<file path="config.mk">
export PLATFORM = sky130hd
export DESIGN_NAME = flash_reset_and_write_guard
export DESIGN_NICKNAME = d
export VERILOG_FILES = /design/src/common/guard_pkg.sv /design/src/rtl/sector_map.sv /design/src/rtl/recovery_timer.sv /design/src/rtl/flash_reset_and_write_guard.sv
export SDC_FILE = /design/constraint.sdc
export NUM_CORES = 1
export LEC_CHECK = 0
export BUFFER_PORTS_ARGS = -buffer_cell sky130_fd_sc_hd__buf_4
export CAP_MARGIN = 20
export CORE_MARGIN = 2
export CORE_UTILIZATION = 54
export CTS_CLUSTER_SIZE = 24
export DETAILED_ROUTE_END_ITERATION = 6
export GPL_ROUTABILITY_DRIVEN = 0
export PLACE_DENSITY_LB_ADDON = 0.3
export SLEW_MARGIN = 20
export SYNTH_ARGS = -nofsm -noshare
export SYNTH_HDL_FRONTEND = slang
export SYNTH_SLANG_ARGS = --single-unit
</file>
<file path="constraint.sdc">
create_clock -name clk -period 2.4 [get_ports clk]
set_clock_uncertainty 0.15 [all_clocks]
set_input_delay 0.12 -clock clk [delete_from_list [all_inputs] [get_ports clk]]
set_output_delay 0.12 -clock clk [all_outputs]
set_load 0.05 [all_outputs]
</file>
<file path="src/common/guard_pkg.sv">
// shared constants for the flash reset and write guard block
package guard_pkg;
  // sector count and sector index width
  localparam int NUM_SECTORS = 11;
  localparam int SECT_W = 4;
  localparam int ADDR_W = 19;
  // sector boundaries (array byte addresses, lowest address of each sector)
  localparam logic [18:0] BASE_S10 = 19'h78000;
  localparam logic [18:0] BASE_S9 = 19'h76000;
  localparam logic [18:0] BASE_S8 = 19'h74000;
  localparam logic [18:0] BASE_S7 = 19'h70000;
  // highest sector overall, and highest sector of the lower 64-Kbyte block run
  localparam logic [3:0] TOP_SECTOR = 4'ha;
  localparam logic [3:0] LOW_TOP_SECTOR = 4'h6;
  // command codes that start array changes
  localparam logic [7:0] CMD_PROGRAM_A = 8'h40;
  localparam logic [7:0] CMD_PROGRAM_B = 8'h10;
  localparam logic [7:0] CMD_SECTOR_ERASE = 8'h21;
  localparam logic [7:0] CMD_UNIFORM_ERASE = 8'h20;
  // lock register layout and reset value
  localparam logic [7:0] LOCK_RESET = 8'h01;
  localparam int LOCK_WRITE_BIT = 0;
  localparam int LOCK_DOWN_BIT = 1;
  localparam int LOCK_READ_BIT = 2;
  localparam logic [7:0] LOCK_USED_MASK = 8'h07;
  // register offsets: lock registers at index 0..10, then status
  localparam logic [3:0] REG_STATUS = 4'hb;
  localparam logic [3:0] REG_MODE = 4'hc;
  // status bits
  localparam int STAT_READY_BIT = 7;
  localparam int STAT_LOCK_ERR_BIT = 1;
  localparam int STAT_ABORT_BIT = 0;
  // timing in ns at 250 MHz
  localparam int CLK_PERIOD_NS = 4;
  localparam int BUS_RECOVERY_NS = 1000;
  localparam int MUXED_RECOVERY_NS = 1000;
  localparam int RESET_PULSE_MIN_NS = 100;
  localparam int BUS_RECOVERY_CYC =
    (BUS_RECOVERY_NS + CLK_PERIOD_NS - 1) / CLK_PERIOD_NS;
  localparam int MUXED_RECOVERY_CYC =
    (MUXED_RECOVERY_NS + CLK_PERIOD_NS - 1) / CLK_PERIOD_NS;
  localparam int RESET_PULSE_CYC =
    (RESET_PULSE_MIN_NS + CLK_PERIOD_NS - 1) / CLK_PERIOD_NS;
  localparam int RECOVERY_W = 10;
  // reset latency added when an operation is aborted
  localparam int ABORT_LATENCY_CYC = 16;
endpackage

</file>
<file path="src/rtl/sector_map.sv">
// address to sector decoder for the boot-sector layout
`timescale 1ns/1ns
module sector_map
  import guard_pkg::*;
(
  input wire logic [ADDR_W-1:0] addr,
  output logic [SECT_W-1:0] sector
);
  // top 64-Kbyte block splits into 32K, 8K, 8K, 16K; the rest are 64K
  always_comb begin
    if (addr >= BASE_S10) begin
      sector = 4'ha;
    end else if (addr >= BASE_S9) begin
      sector = 4'h9;
    end else if (addr >= BASE_S8) begin
      sector = 4'h8;
    end else if (addr >= BASE_S7) begin
      sector = 4'h7;
    end else begin
      sector = {1'b0, addr[18:16]}; // 64K blocks 0..6
    end
  end
endmodule // sector_map

</file>
<file path="src/rtl/recovery_timer.sv">
// reset recovery down-counter gating the command interface
`timescale 1ns/1ns
module recovery_timer
  import guard_pkg::*;
#(
  parameter int COUNT_W = RECOVERY_W
)
(
  input wire logic clk,
  input wire logic rst,
  input wire logic start,
  input wire logic [COUNT_W-1:0] load,
  output logic busy
);
  logic [COUNT_W-1:0] count; // cycles still to wait

  initial begin
    if (COUNT_W < 2) $error("recovery_timer: COUNT_W too small");
  end

  // load on start, count to zero; busy while nonzero
  always_ff @(posedge clk) begin
    if (rst) begin
      count <= '0;
    end else if (start) begin
      count <= load;
    end else if (count != '0) begin
      count <= count - 1'b1;
    end
  end

  assign busy = (count != '0);
endmodule // recovery_timer

</file>
<file path="src/rtl/flash_reset_and_write_guard.sv">
// reset handling, guard pins and sector lock registers of the boot flash
`timescale 1ns/1ns
module flash_reset_and_write_guard
  import guard_pkg::*;
#(
  parameter int BUS_RECOVERY = BUS_RECOVERY_CYC,
  parameter int MUXED_RECOVERY = MUXED_RECOVERY_CYC,
  parameter int ABORT_LATENCY = ABORT_LATENCY_CYC
)
(
  input wire logic clk,
  input wire logic rst,
  input wire logic reset_n,
  input wire logic init_n,
  input wire logic top_boot_guard_n,
  input wire logic array_guard_n,
  input wire logic hub_mode,
  input wire logic muxed_mode,
  input wire logic op_start,
  input wire logic [7:0] op_cmd,
  input wire logic [ADDR_W-1:0] op_addr,
  input wire logic op_done,
  input wire logic read_req,
  input wire logic [ADDR_W-1:0] read_addr,
  input wire logic [3:0] reg_addr,
  input wire logic [7:0] reg_wdata,
  input wire logic reg_wr,
  input wire logic reg_rd,
  output logic [7:0] reg_rdata,
  output logic op_go,
  output logic op_refused,
  output logic op_abort,
  output logic read_blank,
  output logic array_select,
  output logic drive_enable,
  output logic circuits_on,
  output logic read_array_mode,
  output logic command_ready
);
  // operation life cycle: idle until an accepted request, busy until
  // the sequencer reports done, then idle again. a reset pin dropped
  // while busy kills the operation and parks the tracker in a latency
  // state before it settles in reset (or in idle if the pins are back high); the array contents at the
  // aborted address are then not to be trusted. a request that meets
  // a guard pin or a write-lock bit never leaves idle, it only raises
  // the refusal strobe and the sticky lock error.
  typedef enum logic [3:0] {
    ST_IDLE = 4'b0001, // waiting for an operation
    ST_BUSY = 4'b0010, // sequencer altering the array
    ST_LATENCY = 4'b0100, // extra latency after abort
    ST_RESET = 4'b1000 // held in device reset
  } op_state_t;

  op_state_t state; // operation tracker
  logic dev_reset; // either reset pin low
  logic dev_reset_q; // previous value, for release edge
  logic [7:0] lock [NUM_SECTORS]; // sector lock registers
  logic lock_err; // sticky sector-lock error
  logic abort_seen; // sticky abort flag
  logic [SECT_W-1:0] op_sector; // target of the requested op
  logic [SECT_W-1:0] rd_sector; // target of a read
  logic recovering; // command interface still blocked
  logic [RECOVERY_W-1:0] recovery_load; // recovery count for mode
  logic [7:0] latency_cnt; // abort latency counter
  logic protected_op; // combined protection verdict
  logic guard_hit; // a guard pin covers the target
  logic is_program; // byte program command
  logic is_sector_erase; // standard sector erase
  logic is_uniform_erase; // uniform 64K erase
  logic accept; // operation request is taken for a go or a refusal
  logic release_edge; // reset pins just returned high

  initial begin
    if (BUS_RECOVERY < 1 || BUS_RECOVERY >= (1 << RECOVERY_W))
      $error("BUS_RECOVERY out of range");
    if (MUXED_RECOVERY < 1 || MUXED_RECOVERY >= (1 << RECOVERY_W))
      $error("MUXED_RECOVERY out of range");
    if (ABORT_LATENCY < 1 || ABORT_LATENCY > 255)
      $error("ABORT_LATENCY out of range");
  end

  // status register read, which also clears the sticky flags
  function automatic logic hits_status(input logic rd,
                                       input logic [3:0] addr);
    return rd && (addr == REG_STATUS);
  endfunction

  // decode both address paths through the same fixed map
  sector_map u_op_map (
    .addr(op_addr),
    .sector(op_sector)
  );
  sector_map u_rd_map (
    .addr(read_addr),
    .sector(rd_sector)
  );

  assign dev_reset = !reset_n || !init_n;
  // the release edge loads the recovery timer, which is busy only from
  // the next cycle on, so the command gate also holds that one cycle
  assign release_edge = dev_reset_q && !dev_reset;
  // each interface has its own recovery interval
  assign recovery_load = muxed_mode ? RECOVERY_W'(MUXED_RECOVERY)
                                    : RECOVERY_W'(BUS_RECOVERY);

  // counts down the recovery after a reset pin release
  recovery_timer #(
    .COUNT_W(RECOVERY_W)
  ) u_recovery (
    .clk(clk),
    .rst(rst),
    .start(release_edge),
    .load(recovery_load),
    .busy(recovering)
  );

  // previous reset level, to find the release edge
  always_ff @(posedge clk) begin
    if (rst) begin
      dev_reset_q <= 1'b1;
    end else begin
      dev_reset_q <= dev_reset;
    end
  end

  // command classes
  assign is_program = (op_cmd == CMD_PROGRAM_A) || (op_cmd == CMD_PROGRAM_B);
  assign is_sector_erase = (op_cmd == CMD_SECTOR_ERASE);
  assign is_uniform_erase = (op_cmd == CMD_UNIFORM_ERASE);

  // guard pin coverage of the target, mode and command dependent
  // sector 10 always follows the top-boot pin. sectors 9..7 follow it
  // in hub mode and for the uniform erase, which wipes the whole top
  // 64K run at once; otherwise they follow the array pin like 6..0.
  always_comb begin
    guard_hit = 1'b0;
    if (op_sector == TOP_SECTOR) begin
      guard_hit = !top_boot_guard_n;
    end else if (op_sector > LOW_TOP_SECTOR) begin
      if (hub_mode) begin
        guard_hit = !top_boot_guard_n;
      end else if (is_uniform_erase) begin
        guard_hit = !top_boot_guard_n;
      end else begin
        guard_hit = !array_guard_n;
      end
    end else begin
      // 6..0: array guard in every mode and command
      guard_hit = !array_guard_n;
    end
  end

  // pins win over registers; write-lock counted only when pins allow
  assign protected_op = guard_hit || lock[op_sector][LOCK_WRITE_BIT];

  // requests are ignored in reset, in recovery and while busy;
  // the registered gate is used so that its rise and the first
  // accepted command line up, and the release edge itself, where the
  // timer has not loaded yet, stays shut
  assign accept = op_start && (state == ST_IDLE) && command_ready
                  && (is_program || is_sector_erase || is_uniform_erase);

  // operation tracker; guard pins sampled only at the start
  always_ff @(posedge clk) begin
    if (rst) begin
      state <= ST_RESET;
    end else begin
      unique case (state)
        ST_IDLE: begin
          if (dev_reset) begin
            state <= ST_RESET;
          end else if (accept && !protected_op) begin
            state <= ST_BUSY;
          end
        end
        ST_BUSY: begin
          if (dev_reset) begin
            state <= ST_LATENCY;
          end else if (op_done) begin
            state <= ST_IDLE;
          end
        end
        ST_LATENCY: begin
          // latency runs to end even if reset still held
          if (latency_cnt == 8'h00) begin
            state <= dev_reset ? ST_RESET : ST_IDLE;
          end
        end
        ST_RESET: begin
          if (!dev_reset) begin
            state <= ST_IDLE; // back in read-array mode
          end
        end
      endcase
    end
  end

  // abort latency counter
  always_ff @(posedge clk) begin
    if (rst) begin
      latency_cnt <= 8'h00;
    end else if (state == ST_BUSY && dev_reset) begin
      latency_cnt <= 8'(ABORT_LATENCY - 1);
    end else if (latency_cnt != 8'h00) begin
      latency_cnt <= latency_cnt - 8'h01;
    end
  end

  // one-cycle strobes toward the sequencer
  always_ff @(posedge clk) begin
    if (rst) begin
      op_go <= 1'b0;
      op_refused <= 1'b0;
      op_abort <= 1'b0;
    end else begin
      op_go <= !dev_reset && accept && !protected_op;
      op_refused <= !dev_reset && accept && protected_op;
      op_abort <= (state == ST_BUSY) && dev_reset;
    end
  end

  // sticky lock error; a new event wins over a status read clear
  always_ff @(posedge clk) begin
    if (rst || dev_reset) begin
      lock_err <= 1'b0;
    end else if (accept && protected_op) begin
      lock_err <= 1'b1;
    end else if (hits_status(reg_rd, reg_addr)) begin
      lock_err <= 1'b0;
    end
  end

  // sticky abort flag; it must outlive the pin reset that caused it,
  // since an abort only ever happens with a reset pin held low
  always_ff @(posedge clk) begin
    if (rst) begin
      abort_seen <= 1'b0;
    end else if (state == ST_LATENCY) begin
      abort_seen <= 1'b1;
    end else if (hits_status(reg_rd, reg_addr)) begin
      abort_seen <= 1'b0;
    end
  end

  // lock registers; guard pins never touch them
  generate
    for (genvar s = 0; s < NUM_SECTORS; s++) begin : g_lock
      always_ff @(posedge clk) begin
        if (rst || dev_reset) begin
          lock[s] <= LOCK_RESET;
        end else if (reg_wr && command_ready && reg_addr == 4'(s)
                     && !lock[s][LOCK_DOWN_BIT]) begin
          // lock-down freezes the register until reset
          lock[s] <= reg_wdata & LOCK_USED_MASK;
        end
      end
    end
  endgenerate

  // register read data, one cycle after the strobe
  always_ff @(posedge clk) begin
    if (rst) begin
      reg_rdata <= 8'h00;
    end else if (reg_rd) begin
      if (reg_addr < 4'(NUM_SECTORS)) begin
        reg_rdata <= lock[reg_addr]; // pins not visible
      end else if (reg_addr == REG_STATUS) begin
        reg_rdata <= {(state == ST_IDLE), 5'b0, lock_err, abort_seen};
      end else if (reg_addr == REG_MODE) begin
        reg_rdata <= {6'b0, recovering, read_array_mode};
      end else begin
        reg_rdata <= 8'h00; // unmapped
      end
    end else begin
      reg_rdata <= 8'h00;
    end
  end

  // read-lock blanks array reads, even under an active guard
  always_ff @(posedge clk) begin
    if (rst) begin
      read_blank <= 1'b0;
    end else begin
      read_blank <= read_req && lock[rd_sector][LOCK_READ_BIT];
    end
  end

  // pin-level effects of reset
  always_ff @(posedge clk) begin
    if (rst) begin
      array_select <= 1'b0;
      drive_enable <= 1'b0;
      circuits_on <= 1'b0;
      read_array_mode <= 1'b1;
      command_ready <= 1'b0;
    end else begin
      array_select <= !dev_reset;
      drive_enable <= !dev_reset;
      circuits_on <= !dev_reset;
      if (dev_reset) begin
        read_array_mode <= 1'b1;
      end else if (accept && !protected_op) begin
        // leave read-array mode on the edge that launches op_go
        read_array_mode <= 1'b0;
      end else if (state == ST_IDLE) begin
        read_array_mode <= 1'b1;
      end
      command_ready <= !dev_reset && !recovering && !release_edge;
    end
  end
endmodule // flash_reset_and_write_guard

</file>
==> results of run 1 <==
## area by class of cell
class / count / area share [%]
Multi-Input combinational cell: 274 / 41.9
Sequential cell: 69 / 39.2
Timing Repair Buffer: 63 / 11.2
Clock buffer: 11 / 3.73
Tap cell: 80 / 2.29
Clock inverter: 5 / 0.860
Inverter: 9 / 0.774
## cells by family (layout without fill, tap and decap cells)
logic type                 Yosys count  in the layout  synth area share [%]
AOI/OAI and AO/OA                   70             70                  12.3
and+or+nand+nor                    166            166                  25.2
buffers and inverters               32             88                  3.98
xor gates and xnor gates            13             13                  3.10
muxes                               19             19                  7.97
DFF                                 69             69                  46.6
adders and majority gates            2              2                 0.681
other                                1              4                 0.102
## sequential cells by signal (all words and copies together) (netlist names), 4 cells and up
name	cells
reg_rdata	4
u_recovery.count	10
latency_cnt	8
lock	33
state	4
## routing by layer
layer  track usage [%]  vias to the layer above  share of wire [%]
li1                  -                     1459                  -
met1              32.6                     1427                 44
met2              35.9                      134                 47
met3              4.48                       12                7.7
met4              7.53                        0                1.4
met5                 0                        -                  0
## layout by cell type (no fill, tap or decap), types with 5 or more instances in the layout
cell type	synthesis	layout
dfxtp_1	36	36
nand2_1	26	26
nor3b_1	5	5
clkbuf_8	0	10
and2_1	22	22
o21ai_0	10	10
o31ai_1	7	7
nand2b_1	17	17
dlygate4sd3_1	0	7
mux4_2	8	8
xnor2_1	6	6
xor2_1	7	7
edfxtp_1	33	33
nor2_1	27	27
nor4_1	5	5
nor2b_1	9	9
or3_1	5	5
nor3_1	17	17
a21oi_1	24	24
buf_4	6	56
nand3_1	9	9
inv_1	8	8
mux2i_1	9	9
## metrics by stage
step	std cells	setup slack [ns]	hold WS [ns]	instance area (um2)	power [mW]
2_1_floorplan	375	0.224	0.122	3680	2.25
3_3_place_gp	488	0.225	0.258	4090	2.45
3_5_place_dp	488	0.187	0.251	4090	2.47
4_1_cts	511	0.182	0.00201	4360	3.42
5_1_grt	511	0.0750	0.0371	4360	3.62
6_report	511	0.190	0.0143	4360	3.41
## final timing paths
kind                                     from                               end  slack [ns]
max          u_recovery.count[0]$_SDFFE_PP0P_  u_recovery.count[6]$_SDFFE_PP0P_        0.19
min                                    init_n             state[3]$_SDFFE_PP1P_        0.01
max reg2reg  u_recovery.count[0]$_SDFFE_PP0P_  u_recovery.count[6]$_SDFFE_PP0P_        0.19
min reg2reg           abort_seen$_SDFFE_PP0P_           abort_seen$_SDFFE_PP0P_        0.35
## power by group through the flow
| stage | Combinational [mW] | Sequential, mW | Clock, mW |
|---|---|---|---|
| 2_1_floorplan | 0.740 | 1.51 | 0 |
| 3_3_place_gp | 0.934 | 1.51 | 0 |
| 3_5_place_dp | 0.953 | 1.52 | 0 |
| 4_1_cts | 0.969 | 1.49 | 0.961 |
| 5_1_grt | 1.09 | 1.51 | 1.01 |
| 6_report | 0.969 | 1.49 | 0.943 |
## what timing repair did
action	in CTS	in global routing
endpoints found under the hold margin	42	0
endpoints found under the setup margin	0	0
hold buffers	7	0
## worst min-delay path, delay by kind of cell
kind                   cells  cell delay [ns]
buffers and inverters      1             0.09
and+or+nand+nor            3             0.27
==> impl_metrics.json, run 1 <==
{
  "outcome": "finished, final reports clean",
  "async_flop_share_pct": 0,
  "grt_overflow": 0,
  "cts_tree": "yes",
  "ant_nets": 0,
  "min_period_ns": 2.21,
  "worstSetupPathType": "flop to flop",
  "die_x_um": 86.5,
  "p_sw_mw": 1.09,
  "ir_worst_vdd_uv": 399,
  "syn_area_mm2": 0.00367,
  "cp_top_family": "simple AND/OR/NAND/NOR gates",
  "postCtsSetupBuffers": 0,
  "worstMarginPinSlew_ns": 0.690,
  "root_buffer": "clkbuf_8",
  "p_int_mw": 2.32,
  "grt_pass1_wl_mm": 13.3,
  "rows": 30,
  "p_comb_share_pct": 28.5,
  "cp_data_arrival_time_ns": 2.29,
  "die_h_um": 86.5,
  "setup_viol": 0,
  "utilization_pct": 65.3,
  "yosysWarnings": 0,
  "p_leak_nw": 1.67,
  "dp_hpwl_mm": 5.99,
  "coreArea_mm2": 0.00668,
  "grt_pass1_vias": 2765,
  "n_fill_cell": 560,
  "cp-start-kind": "flop",
  "cp_slowest_cell": "or3b_2",
  "wl_per_cell_um": 16.4,
  "yosysMostFrequentCell": "dfxtp_1",
  "yosysTopAreaCellShare_pct": 27.0,
  "cp_cell_sequence": "inv_1 > ha_1 > or3b_2 > or4_4 > nand2_2 > nor3_1 > xnor2_1 > a21oi_1",
  "area_growth_pct": 18.8,
  "ios": 88,
  "fin_tns_setup_ns": 0,
  "drc": 0,
  "synth_cell_type_count": 60,
  "synth-edff-count": 33,
  "p_clk_share_pct": 27.7,
  "postSynthAreaPerCell_um2": 9.88,
  "post-route-period-util_pct": 92.1,
  "cp.depth": 8,
  "dieArea_mm2": 0.00748,
  "cpPeakStageDelay_ns": 0.51,
  "postRouteWirelength_mm": 8.37,
  "relSlewSlack_pct": 53.4,
  "start_util_pct": 55.0,
  "p_seq_share_pct": 43.8,
  "critPathMaxFanout": 5,
  "post_cts_resized": 0,
  "antenna_found_initial": 0,
  "synthFlopType": "dfxtp_1",
  "timing.fmax_ghz": 0.452,
  "hold_class": "input pin to flop",
  "clk_latency_ns": 0.34,
  "num_antenna_cells": 0,
  "globalRouteTotalUtil_pct": 23.1,
  "rsz0062_at_grt": "false",
  "synthTopCellsByArea": "edfxtp_1 (27%), dfxtp_1 (20%), mux4_2 (4.9%), and2_1 (3.7%), a21oi_1 (3.3%)",
  "cts.sinks": 69,
  "cts_buffers": 9,
  "htreeDepth": 3,
  "final_hold_viol_count": 0,
  "clockBufferDepth": 2,
  "p_sw_share_pct": 32.0,
  "syn_inst": 372,
  "multiInputGateArea_mm2": 0.00183,
  "p_per_area_mw_per_mm2": 780,
  "grt_max_degree": 21,
  "synth-seq-area-share_pct": 46.6,
  "vias": 3032,
  "drv_slew": 0,
  "yosysTopAreaCell": "edfxtp_1",
  "dr.pass1.iters": 5,
  "reg2regPathDepth": 8,
  "path_clk_slew_ns": 0.08,
  "drive_gt1_share_pct": 21.8,
  "endpoint_kind": "flop",
  "fin_nets": 499,
  "yosys_register_bits": 69,
  "critPathBufInv": 1,
  "yosys-top-cells-count": "dfxtp_1 (36), edfxtp_1 (33), nor2_1 (27)",
  "drt-initial-drc-count": 165,
  "cp.required_ns": 2.48,
  "hold_depth": 4,
  "seqCellArea_mm2": 0.00171,
  "via_per_inst": 5.93,
  "port_buffers": 51,
  "max_cap_violations": 0
}
Power figures use the tool's default switching activity.
==> run 2, diff against run 1 <==
--- a/config.mk
+++ b/config.mk
@@ -8,7 +8,7 @@
 export BUFFER_PORTS_ARGS = -buffer_cell sky130_fd_sc_hd__buf_4
 export CAP_MARGIN = 20
 export CORE_MARGIN = 2
-export CORE_UTILIZATION = 54
+export CORE_UTILIZATION = 58
 export CTS_CLUSTER_SIZE = 24
 export DETAILED_ROUTE_END_ITERATION = 6
 export GPL_ROUTABILITY_DRIVEN = 0
==> constraint.sdc (replaced) <==
create_clock -name clk -period 2.58 [get_ports clk]
set_clock_uncertainty 0.15 [all_clocks]
set_input_delay 0.129 -clock clk [delete_from_list [all_inputs] [get_ports clk]]
set_output_delay 0.129 -clock clk [all_outputs]
set_load 0.05 [all_outputs]
==> run 2 against run 1 <==
Die area shrank 6.6%. Register-to-register slack improved by 0.12 ns. Clock-buffer cell count rose by 3. Sequential power shrank 7%. Combinational power shrank 7.3%. Setup slack better by 0.12 ns. Critical path depth unchanged. Sequential cell count unchanged. Global-route usage up 2.0 points. Core utilization up 6.8 points.
==> impl_metrics.json, run 2 (same netlist as run 1, synthesis figures left out) <==
{
  "outcome": "finished, final reports clean",
  "place_ws_ns": 0.351,
  "cts.sinks": 69,
  "min_period_ns": 2.27,
  "p_sw_mw": 1.01,
  "rows": 28,
  "p_int_mw": 2.25,
  "dr.pass1.iters": 6,
  "p_clk_share_pct": 29.8,
  "grt_pass1_vias": 3040,
  "cp.required_ns": 2.65,
  "start_util_pct": 61.0,
  "reg2reg_to": "u_recovery.count[6]$_SDFFE_PP0P_",
  "timing.fmax_ghz": 0.441,
  "worstMarginPinSlew_ns": 0.715,
  "drv_slew": 0,
  "postRouteWirelength_mm": 8.53,
  "ant_nets": 0,
  "cp-start-kind": "flop",
  "rrSetupSlack_ns": 0.31,
  "endpoint_kind": "flop",
  "drive_gt1_share_pct": 21.1,
  "post-route-period-util_pct": 87.9,
  "postCtsSetupBuffers": 0,
  "cp-startpoint": "u_recovery.count[0]$_SDFFE_PP0P_",
  "area_growth_pct": 18.3,
  "cp_data_arrival_time_ns": 2.34,
  "num_antenna_cells": 0,
  "post_cts_resized": 0,
  "whs_ns": 0.0330,
  "clockBufferDepth": 2,
  "worstSetupPathType": "flop to flop",
  "die_x_um": 83.6,
  "ios": 88,
  "fin_tns_setup_ns": 0,
  "relSlewSlack_pct": 51.7,
  "grt_max_degree": 21,
  "via_per_inst": 6.16,
  "rr_startpoint": "u_recovery.count[0]$_SDFFE_PP0P_",
  "hold_class": "input pin to flop",
  "grt_overflow": 0,
  "p_comb_share_pct": 27.5,
  "drt-initial-drc-count": 273,
  "cts_buffers": 9,
  "antenna_found_initial": 0,
  "p_per_area_mw_per_mm2": 751,
  "hold_buffers": 5,
  "vias": 3086,
  "setup_viol": 0,
  "fin_ws_ns": 0.312,
  "reg.largest.list": "lock x33, u_recovery.count x10, latency_cnt x8",
  "dieArea_mm2": 0.00699,
  "p_sw_share_pct": 31.0,
  "cts_tree": "yes",
  "coreArea_mm2": 0.00603,
  "critPathMaxFanout": 5,
  "rsz0062_at_grt": "false",
  "globalRouteTotalUtil_pct": 25.1,
  "fin_nets": 494,
  "final_hold_viol_count": 0,
  "ir_worst_vdd_uv": 651,
  "port_buffers": 51,
  "p_seq_share_pct": 42.7,
  "final_cell_mix": "buf_4 (53), dfxtp_1 (36), edfxtp_1 (33)",
  "dp_hpwl_mm": 6.15,
  "p_leak_nw": 1.66,
  "final_common_cell": "buf_4",
  "htreeDepth": 3,
  "grt_pass1_wl_mm": 14.1,
  "path_clk_slew_ns": 0.08,
  "endpoint": "u_recovery.count[6]$_SDFFE_PP0P_",
  "drc": 0,
  "largest_register_ffs": 33,
  "wl_per_cell_um": 17.0,
  "die_h_um": 83.6,
  "root_buffer": "clkbuf_8",
  "max_cap_violations": 0,
  "clk_latency_ns": 0.34,
  "top_register": "lock",
  "reg2regPathDepth": 8
}
-- run 2: changes by cell type in the layout (fill, tap and decap cells not counted), sizes merged --
cell | before | now
buf | 56 | 53
clkbuf | 11 | 14
clkinv | 2 | 0
dlygate4sd3 | 7 | 5
inv | 12 | 11
-- run 2: through the flow --
| stage | total power, mW | cells | area (um2) | util [%] |
|---|---|---|---|---|
| 2_1_floorplan | 2.09 | 375 | 3680 | - |
| 3_3_place_gp | 2.25 | 480 | 4060 | 67.4 |
| 3_5_place_dp | 2.29 | 480 | 4060 | 67.4 |
| 4_1_cts | 3.27 | 501 | 4350 | 72.1 |
| 5_1_grt | 3.45 | 501 | 4350 | 72.1 |
| 6_report | 3.26 | 501 | 4350 | 72.1 |
-- run 2: cell type report --
type                    instances  area (um2)
clock buffers                  14         216
clock inverters                 2        15.0
fillers                       431        1680
inverters                       9        33.8
multi-input cells             274        1830
flip-flops and latches         69        1710
well taps                      75        93.8
repair buffers                 58         448
-- run 2: critical path, stage by stage (launching register included) --
cell,delay [ns]
dfxtp_1,0.31
inv_1,0.09
ha_1,0.23
or3b_2,0.52
or4_4,0.48
nand2_2,0.10
nor3_1,0.05
xnor2_1,0.14
a21oi_1,0.08
-- run 2: per-layer routing --
layer	global-route usage [%]	vias to the layer above	routed length [um]
met4	9.09	0	163
met2	39.0	137	4020
li1	-	1452	-
met5	0	-	0
met1	33.6	1474	3700
met3	7.02	23	654
-- run 2: how the worst min path moves through the flow --
| stage | startpoint | to | slack (ns) | depth (start not counted) |
|---|---|---|---|---|
| 3_5_place_dp | read_req | read_blank$_SDFF_PP0_ | 0.26 | 2 |
| 4_1_cts | reg_wdata[1] | lock[5][1]$_SDFFCE_PN0P_ | 0.01 | 2 |
| 6_report | reg_wdata[1] | lock[5][1]$_SDFFCE_PN0P_ | 0.03 | 2 |
| 2_1_floorplan | read_req | read_blank$_SDFF_PP0_ | 0.13 | 1 |
| 5_1_grt | reg_wdata[1] | lock[0][1]$_SDFFCE_PN0P_ | 0.03 | 2 |
| 3_3_place_gp | read_req | read_blank$_SDFF_PP0_ | 0.25 | 2 |
-- run 2: power groups by stage --
stage	Clock (mW)	Combinational, mW	Sequential (mW)
detailed placement	0	0.880	1.41
floorplan	0	0.688	1.40
global route	1.03	1.02	1.41
finish	0.973	0.898	1.39
global placement	0	0.847	1.41
CTS	0.986	0.896	1.39
